--- config.mk ---
export PLATFORM = sky130hd
export DESIGN_NAME = sscr_reporter
export DESIGN_NICKNAME = d
export VERILOG_FILES = /design/src/sscr_fifo.v /design/src/sscr_reporter.v
export VERILOG_INCLUDE_DIRS = /design/src
export SDC_FILE = /design/constraint.sdc
export NUM_CORES = 1
export LEC_CHECK = 0
export BUFFER_PORTS_ARGS = -buffer_cell sky130_fd_sc_hd__clkbuf_2
export CAP_MARGIN = 20
export CORE_AREA = 2 2 131 133
export CTS_BUF_LIST = sky130_fd_sc_hd__clkbuf_8
export DETAILED_ROUTE_END_ITERATION = 12
export DIE_AREA = 0 0 133 135
export PLACE_DENSITY = 0.59
export SETUP_SLACK_MARGIN = 0.15
export SLEW_MARGIN = 0
export SYNTH_ARGS = -nofsm -noshare
export SYNTH_HDL_FRONTEND = slang
export SYNTH_SLANG_ARGS = --single-unit
--- constraint.sdc ---
create_clock -name i_clk -period 2.4 [get_ports i_clk]
set_input_delay 0.48 -clock i_clk [delete_from_list [all_inputs] [get_ports i_clk]]
set_output_delay 0.48 -clock i_clk [all_outputs]
set_load 0.05 [all_outputs]
--- src/sscr_defs.vh ---
// Constants for the switching-status frame reporter.
// Assumes inclusion by the reporter and its FIFO; holds definitions only.
`ifndef SSCR_DEFS_VH
`define SSCR_DEFS_VH
`define SSCR_CLK_MHZ 125
`define SSCR_RESP_MAX_MS 100
`define SSCR_RESP_MAX_CYC (`SSCR_RESP_MAX_MS * 1000 * `SSCR_CLK_MHZ)
`define SSCR_PRIO 3'h6
`define SSCR_DATA_PAGE 1'h0
`define SSCR_PDU_FMT 8'hff
`define SSCR_PDU_SPEC 8'h0f
`define SSCR_PGN 18'h0_ff0f
`define SSCR_NIB_OFF 4'h0
`define SSCR_NIB_ON 4'h1
`define SSCR_UNUSED_BYTE 8'h00
`define SSCR_DLC 4'h8
`define SSCR_NCH 12
`define SSCR_FIFO_W 8
`define SSCR_FIFO_D 4
`define SSCR_FIFO_AW 2
`endif

--- src/sscr_fifo.v ---
// Small synchronous FIFO carrying payload bytes to the frame output.
// Assumes one clock and a synchronous active-low reset.
`timescale 1ns/100ps
`include "sscr_defs.vh"
module sscr_fifo #(
    parameter W = 8,
    parameter D = 4,
    parameter AW = 2
) (
    input wire i_clk,
    input wire i_rst_n,
    input wire i_in_valid,
    output wire o_in_ready,
    input wire [W-1:0] i_in_data,
    output wire o_out_valid,
    input wire i_out_ready,
    output wire [W-1:0] o_out_data
);
    reg [W-1:0] mem [0:D-1];
    reg [AW-1:0] wp_r;
    reg [AW-1:0] rp_r;
    reg [AW:0] cnt_r;
    wire push;
    wire pop;

    // Full and empty come straight from the occupancy count.
    assign o_in_ready = (cnt_r != D[AW:0]);
    assign o_out_valid = (cnt_r != {(AW+1){1'b0}});
    assign o_out_data = mem[rp_r];
    assign push = i_in_valid && o_in_ready;
    assign pop = o_out_valid && i_out_ready;

    // Storage needs no reset; only pointers and count define state.
    always @(posedge i_clk) begin
        if (push) begin
            mem[wp_r] <= i_in_data;
        end
    end

    // Pointers wrap naturally since depth is a power of two.
    always @(posedge i_clk) begin
        if (!i_rst_n) begin
            wp_r <= {AW{1'b0}};
            rp_r <= {AW{1'b0}};
            cnt_r <= {(AW+1){1'b0}};
        end else begin
            if (push) begin
                wp_r <= wp_r + 1'b1;
            end
            if (pop) begin
                rp_r <= rp_r + 1'b1;
            end
            if (push && !pop) begin
                cnt_r <= cnt_r + 1'b1;
            end else if (pop && !push) begin
                cnt_r <= cnt_r - 1'b1;
            end
        end
    end
endmodule // sscr_fifo

--- src/sscr_reporter.v ---
// Switching-status frame builder: answers a request for its parameter group
// with one 29-bit-identifier frame of eight data bytes, streamed bytewise.
// Assumes a CAN controller that decodes requests into i_req_pgn/i_req_valid
// and takes the frame header on an o_frm_start pulse and the bytes through a valid/ready handshake.
// Channel states arrive from pins and are synchronised here.
`timescale 1ns/100ps
`include "sscr_defs.vh"
module sscr_reporter #(
    parameter RESP_MAX_CYC = `SSCR_RESP_MAX_CYC
) (
    input wire i_clk,
    input wire i_rst_n,
    input wire [7:0] i_node_addr,
    input wire [11:0] i_ch_on,
    input wire i_req_valid,
    input wire [17:0] i_req_pgn,
    output reg o_frm_start,
    output reg [28:0] o_frm_id,
    output reg [3:0] o_frm_dlc,
    output reg o_byte_valid,
    output reg [7:0] o_byte_data,
    output reg o_byte_last,
    input wire i_byte_ready,
    output reg o_busy,
    output reg o_late
);
    localparam ST_IDLE = 2'd0;
    localparam ST_LOAD = 2'd1;
    localparam ST_SEND = 2'd2;

    reg [11:0] ch_s1_r;
    reg [11:0] ch_s2_r;
    reg [1:0] st_r;
    reg [1:0] st_nxt;
    reg [63:0] snap_r;
    reg [3:0] ld_cnt_r;
    reg [3:0] tx_cnt_r;
    reg [31:0] age_r;
    wire [63:0] payload;
    wire req_hit;
    wire f_in_ready;
    wire f_out_valid;
    wire [7:0] f_out_data;
    wire f_in_valid;
    wire f_out_ready;

    // Two-flop synchroniser for the channel state pins.
    always @(posedge i_clk) begin
        if (!i_rst_n) begin
            ch_s1_r <= 12'h000;
            ch_s2_r <= 12'h000;
        end else begin
            ch_s1_r <= i_ch_on;
            ch_s2_r <= ch_s1_r;
        end
    end

    // Pack channel pairs; byte 1 sits in the top bits so it goes out first.
    genvar g;
    generate
        for (g = 0; g < 6; g = g + 1) begin : g_pair
            assign payload[63-8*g -: 4] = ch_s2_r[2*g] ? `SSCR_NIB_ON : `SSCR_NIB_OFF;
            assign payload[59-8*g -: 4] = ch_s2_r[2*g+1] ? `SSCR_NIB_ON : `SSCR_NIB_OFF;
        end
    endgenerate
    assign payload[15:0] = {`SSCR_UNUSED_BYTE, `SSCR_UNUSED_BYTE};

    // Only a request naming our group starts a frame; requests while busy are dropped.
    assign req_hit = i_req_valid && (i_req_pgn == `SSCR_PGN);

    // Frame sequencer next state.
    always @* begin
        st_nxt = st_r;
        case (st_r)
            ST_IDLE: begin
                if (req_hit) begin
                    st_nxt = ST_LOAD;
                end
            end
            ST_LOAD: begin
                if (ld_cnt_r == 4'd7 && f_in_ready) begin
                    st_nxt = ST_SEND;
                end
            end
            ST_SEND: begin
                if (o_byte_valid && i_byte_ready && o_byte_last) begin
                    st_nxt = ST_IDLE;
                end
            end
            default: begin
                st_nxt = ST_IDLE;
            end
        endcase
    end

    // The snapshot freezes channel states so the frame is self-consistent.
    assign f_in_valid = (st_r == ST_LOAD);
    // Drain already while loading: eight bytes cannot wait in a four-deep buffer.
    assign f_out_ready = (st_r == ST_LOAD || st_r == ST_SEND) && (!o_byte_valid || i_byte_ready);

    always @(posedge i_clk) begin
        if (!i_rst_n) begin
            st_r <= ST_IDLE;
            snap_r <= 64'h0000_0000_0000_0000;
            ld_cnt_r <= 4'h0;
            tx_cnt_r <= 4'h0;
            age_r <= 32'h0000_0000;
            o_frm_start <= 1'b0;
            o_frm_id <= 29'h0000_0000;
            o_frm_dlc <= 4'h0;
            o_byte_valid <= 1'b0;
            o_byte_data <= 8'h00;
            o_byte_last <= 1'b0;
            o_busy <= 1'b0;
            o_late <= 1'b0;
        end else begin
            st_r <= st_nxt;
            o_frm_start <= 1'b0;
            o_busy <= (st_nxt != ST_IDLE);
            if (st_r == ST_IDLE && req_hit) begin
                snap_r <= payload;
                ld_cnt_r <= 4'h0;
                tx_cnt_r <= 4'h0;
                age_r <= 32'h0000_0000;
                o_late <= 1'b0;
                o_frm_start <= 1'b1;
                o_frm_id <= {`SSCR_PRIO, 1'b0, `SSCR_DATA_PAGE, `SSCR_PDU_FMT, `SSCR_PDU_SPEC, i_node_addr};
                o_frm_dlc <= `SSCR_DLC;
            end
            if (st_r == ST_LOAD && f_in_ready) begin
                snap_r <= {snap_r[55:0], 8'h00};
                ld_cnt_r <= ld_cnt_r + 4'd1;
            end
            // Response age; flag if the partner stalls past the deadline.
            if (st_r != ST_IDLE) begin
                age_r <= age_r + 32'd1;
                if (age_r == RESP_MAX_CYC[31:0]) begin
                    o_late <= 1'b1;
                end
            end
            // Output byte register with skid-free handshake.
            if (f_out_ready) begin
                o_byte_valid <= f_out_valid;
                if (f_out_valid) begin
                    o_byte_data <= f_out_data;
                    o_byte_last <= (tx_cnt_r == 4'd7);
                    tx_cnt_r <= tx_cnt_r + 4'd1;
                end
            end else if (o_byte_valid && i_byte_ready) begin
                o_byte_valid <= 1'b0;
                o_byte_last <= 1'b0;
            end
        end
    end

    // The FIFO decouples byte generation from controller stalls.
    sscr_fifo #(
        .W(`SSCR_FIFO_W),
        .D(`SSCR_FIFO_D),
        .AW(`SSCR_FIFO_AW)
    ) u_fifo (
        .i_clk(i_clk),
        .i_rst_n(i_rst_n),
        .i_in_valid(f_in_valid),
        .o_in_ready(f_in_ready),
        .i_in_data(snap_r[63:56]),
        .o_out_valid(f_out_valid),
        .i_out_ready(f_out_ready),
        .o_out_data(f_out_data)
    );
endmodule // sscr_reporter

==> run summary <==
Initial antenna violation count: 0
Die area: 18000 um^2
Maximum vdd ir drop: 383 uV
Clock network power share: 0.394
RR Startpoint: st_r[1]
Fin crit period: 2.12 ns
EDFF count, synth: 8
Die Span X: 133 um
IO Port Bufs: 71
Setup Buffers After CTS: 0
Total power: 3.29 mW
Flop pwr share: 0.562
Htree depth: 3
Gpl congestion: 0.851
Grt ovf: 0
Reg2Reg Depth: 11
Worst path cell trace: inv_1, ha_4, o31ai_2, nor2b_1, inv_2, ha_4, inv_1, fa_2, xor2_1, or3_1, a21oi_1
Initial Utilization: 0.300
CTS root buf: clkbuf_8
First-pass GRT wire length: 17500 um
Fin. Hold Viols: 0
Power Dens Cells: 586 nW/um^2
Slew headroom: 0.604
Total wire length: 10600 um
Reg2reg setup slack: 0.28 ns
Top cells by area, synth: dfxtp_1, nand2_1, edfxtp_1
Final nets: 650
Layout cell share with drive strength beyond 1: 0.202
Setup_tns: 0 ns
RSZ-0062 raised after global routing: false
Cts hold-fix bufs: 0
Antenna cells: 0
FF+latch count, synth: 109
HP Start: i_ch_on[8]
Ys async rst share: 0
Cell variety after synth: 62
CP arrival: 2.43 ns
IO Pins: 88
Combinational share of power: 0.044
Largest stage delay on the critical path: 0.37 ns
Num CTS Buffers: 9
Cts repair resizes: 0
DP Worst Slack: 0.246 ns
Detailed-route via count: 3926
Slew Viols, Final: 0
Hold WC Path Type: in -> reg
CP endpoint kind: flop
Net Sw Frac: 0.239
Crit share post-route: 0.884
Antenna viol nets, final: 0
Post-Syn Area: 4910 um^2
Setup ws final: 0.279 ns
# Max-Cap Violations: 0
Avg Vias per Cell: 4.79
Hpwl dp: 7470 um
Worst path slowest cell: dfxtp_2
Wire length on met2: 5030 um
Hold-critical path depth: 2
Placed insts: 803
1st-iter DRT viols: 191
CORE AREA: 16400 um^2
Drc violations: 0
Ys Warns: 0
Status: finished clean
Hold path endpoint: ch_s1_r[8]
Max Used Layer: met4
Main flop type after synthesis: dfxtp_1
Post-Syn Instances: 541
Post-synthesis sequential area ratio: 0.460
Setup violators final: 0
Cell Count, Final, Fillers Out: 819
Critical-path maximum fanout: 4
Final Core Density: 0.342
Crit path launch type: flop
Clk pin slew, worst setup/hold paths: 0.11 ns
Via count of the first global-routing pass: 3802
DRT Pass-1 Iters: 4
WL/cell: 12.9 um
NetSw: 0.787 mW
Actual slew at the worst max-slew pin: 0.589 ns
Row cnt: 47
Area Overhead vs Synth: 14.3%
Pint: 2.50 mW
CP required: 2.71 ns
CTS max path bufs: 2
CTS tree: built
Clk_lat worst skew: 0.38 ns
Largest net degree at the start of global routing: 54
Synthesized area per cell: 9.08 um^2
WL met1: 4860 um
Leak: 2.23 nW
FMAX: 472 MHz
Leading area contributor after synthesis: dfxtp_1
Clock Skew: 0.0105 ns
GR Util All Layers: 0.120
Die Ht: 135 um
Routed length on met3: 554 um
CTS Sinks: 109
RR Endpoint: u_fifo.cnt_r[2]
Crit Path Class: reg -> reg
Synth top area share: 0.411
[metal layers]
metal / vias up / track usage
li1: 1970 / -
met1: 1845 / 0.148
met2: 99 / 0.201
met3: 12 / 0.0312
met4: 0 / 0.0472
met5: - / 0
[stage by stage]
step	hold slack (ns)	cell area, um^2
2_1_floorplan	0.412	5020
3_3_place_gp	0.416	5380
3_5_place_dp	0.419	5380
4_1_cts	0.272	5620
5_1_grt	0.271	5620
6_report	0.297	5620
[power groups by stage]
stage	sequential, mW	combinational [mW]	clock [mW]
after global placement	1.89	0.141	0
after global routing	1.85	0.157	1.42
after CTS	1.85	0.145	1.34
after floorplan	1.89	0.122	0
final	1.85	0.145	1.30
after detailed placement	1.89	0.145	0
[layout make-up]
| class | instances | area [um^2] |
|---|---|---|
| Clock buffer | 9 | 124 |
| Clock inverter | 7 | 116 |
| Fill cell | 1690 | 10800 |
| Inverter | 16 | 60.1 |
| Multi-Input combinational cell | 374 | 2310 |
| Sequential cell | 109 | 2270 |
| Tap cell | 220 | 275 |
| Timing Repair Buffer | 84 | 465 |
[registers in the layout, summed over array words and instances, names as in the netlist]
register,flops
u_fifo.wp_r,2
u_fifo.mem,8
age_r,32
o_byte_last,1
o_byte_valid,1
o_frm_start,1
st_r,2
o_late,1
snap_r,12
o_frm_id,8
o_frm_dlc,1
ch_s2_r,12
o_busy,1
o_byte_data,2
ch_s1_r,12
u_fifo.cnt_r,3
ld_cnt_r,4
tx_cnt_r,4
u_fifo.rp_r,2
[worst max path at each step]
stage,from,to,slack [ns],cells after the start
finish,st_r[1],u_fifo.cnt_r[2],0.28,11
global placement,i_byte_ready,u_fifo.cnt_r[2],0.32,10
global route,age_r[0],age_r[20],0.16,7
CTS,st_r[1],u_fifo.cnt_r[2],0.29,11
detailed placement,i_byte_ready,u_fifo.cnt_r[2],0.25,10
floorplan,i_byte_ready,u_fifo.cnt_r[2],0.19,11
[worst max-delay path: cells and delay by family (launching register included)]
| kind | cells | cell delay (ns) |
|---|---|---|
| buf+inv | 3 | 0.22 |
| flops | 1 | 0.37 |
| xor+xnor | 1 | 0.15 |
| simple gates | 2 | 0.42 |
| fa+ha+maj | 3 | 0.69 |
| compound gates | 2 | 0.21 |
[cells in the final DEF (no fill, tap or decap), types with 3 or more instances in the layout]
cell type / instances
nand4b_1: 5
ha_1: 11
nor2_1: 28
o21a_1: 8
and4_1: 7
clkbuf_8: 9
nand4_1: 11
a21oi_1: 39
o21ai_0: 14
and3_2: 3
o311ai_0: 3
or4_1: 4
and3_1: 12
nor4_1: 7
nand2b_1: 5
clkbuf_2: 71
conb_1: 16
buf_4: 12
edfxtp_1: 8
and2_1: 32
xnor2_1: 5
nand2_1: 66
dfxtp_2: 3
inv_1: 14
nand3_1: 18
dfxtp_1: 98
xor2_1: 3
o211ai_1: 7
nor3_1: 8
or3_1: 9
a31oi_1: 13
o31ai_1: 4
[logic make-up after synthesis]
kind of cell,Yosys count,share of synthesized area
simple gates,232,0.261
other cells,1,0.000763
fa+ha+maj,14,0.0372
mux,3,0.0112
buf+inv,73,0.0876
flops,109,0.460
xor+xnor,8,0.0143
compound gates,101,0.128
[synth_stat cells (all sizes together), types with 13 or more instances]
library cell  instances
nor2                 28
nand2                66
dfxtp               101
a31oi                13
a21oi                39
and3                 15
ha                   13
o21ai                14
buf                  40
and2                 32
inv                  16
clkbuf               17
nand3                18
Note: power is estimated with default switching activity, not from simulation.
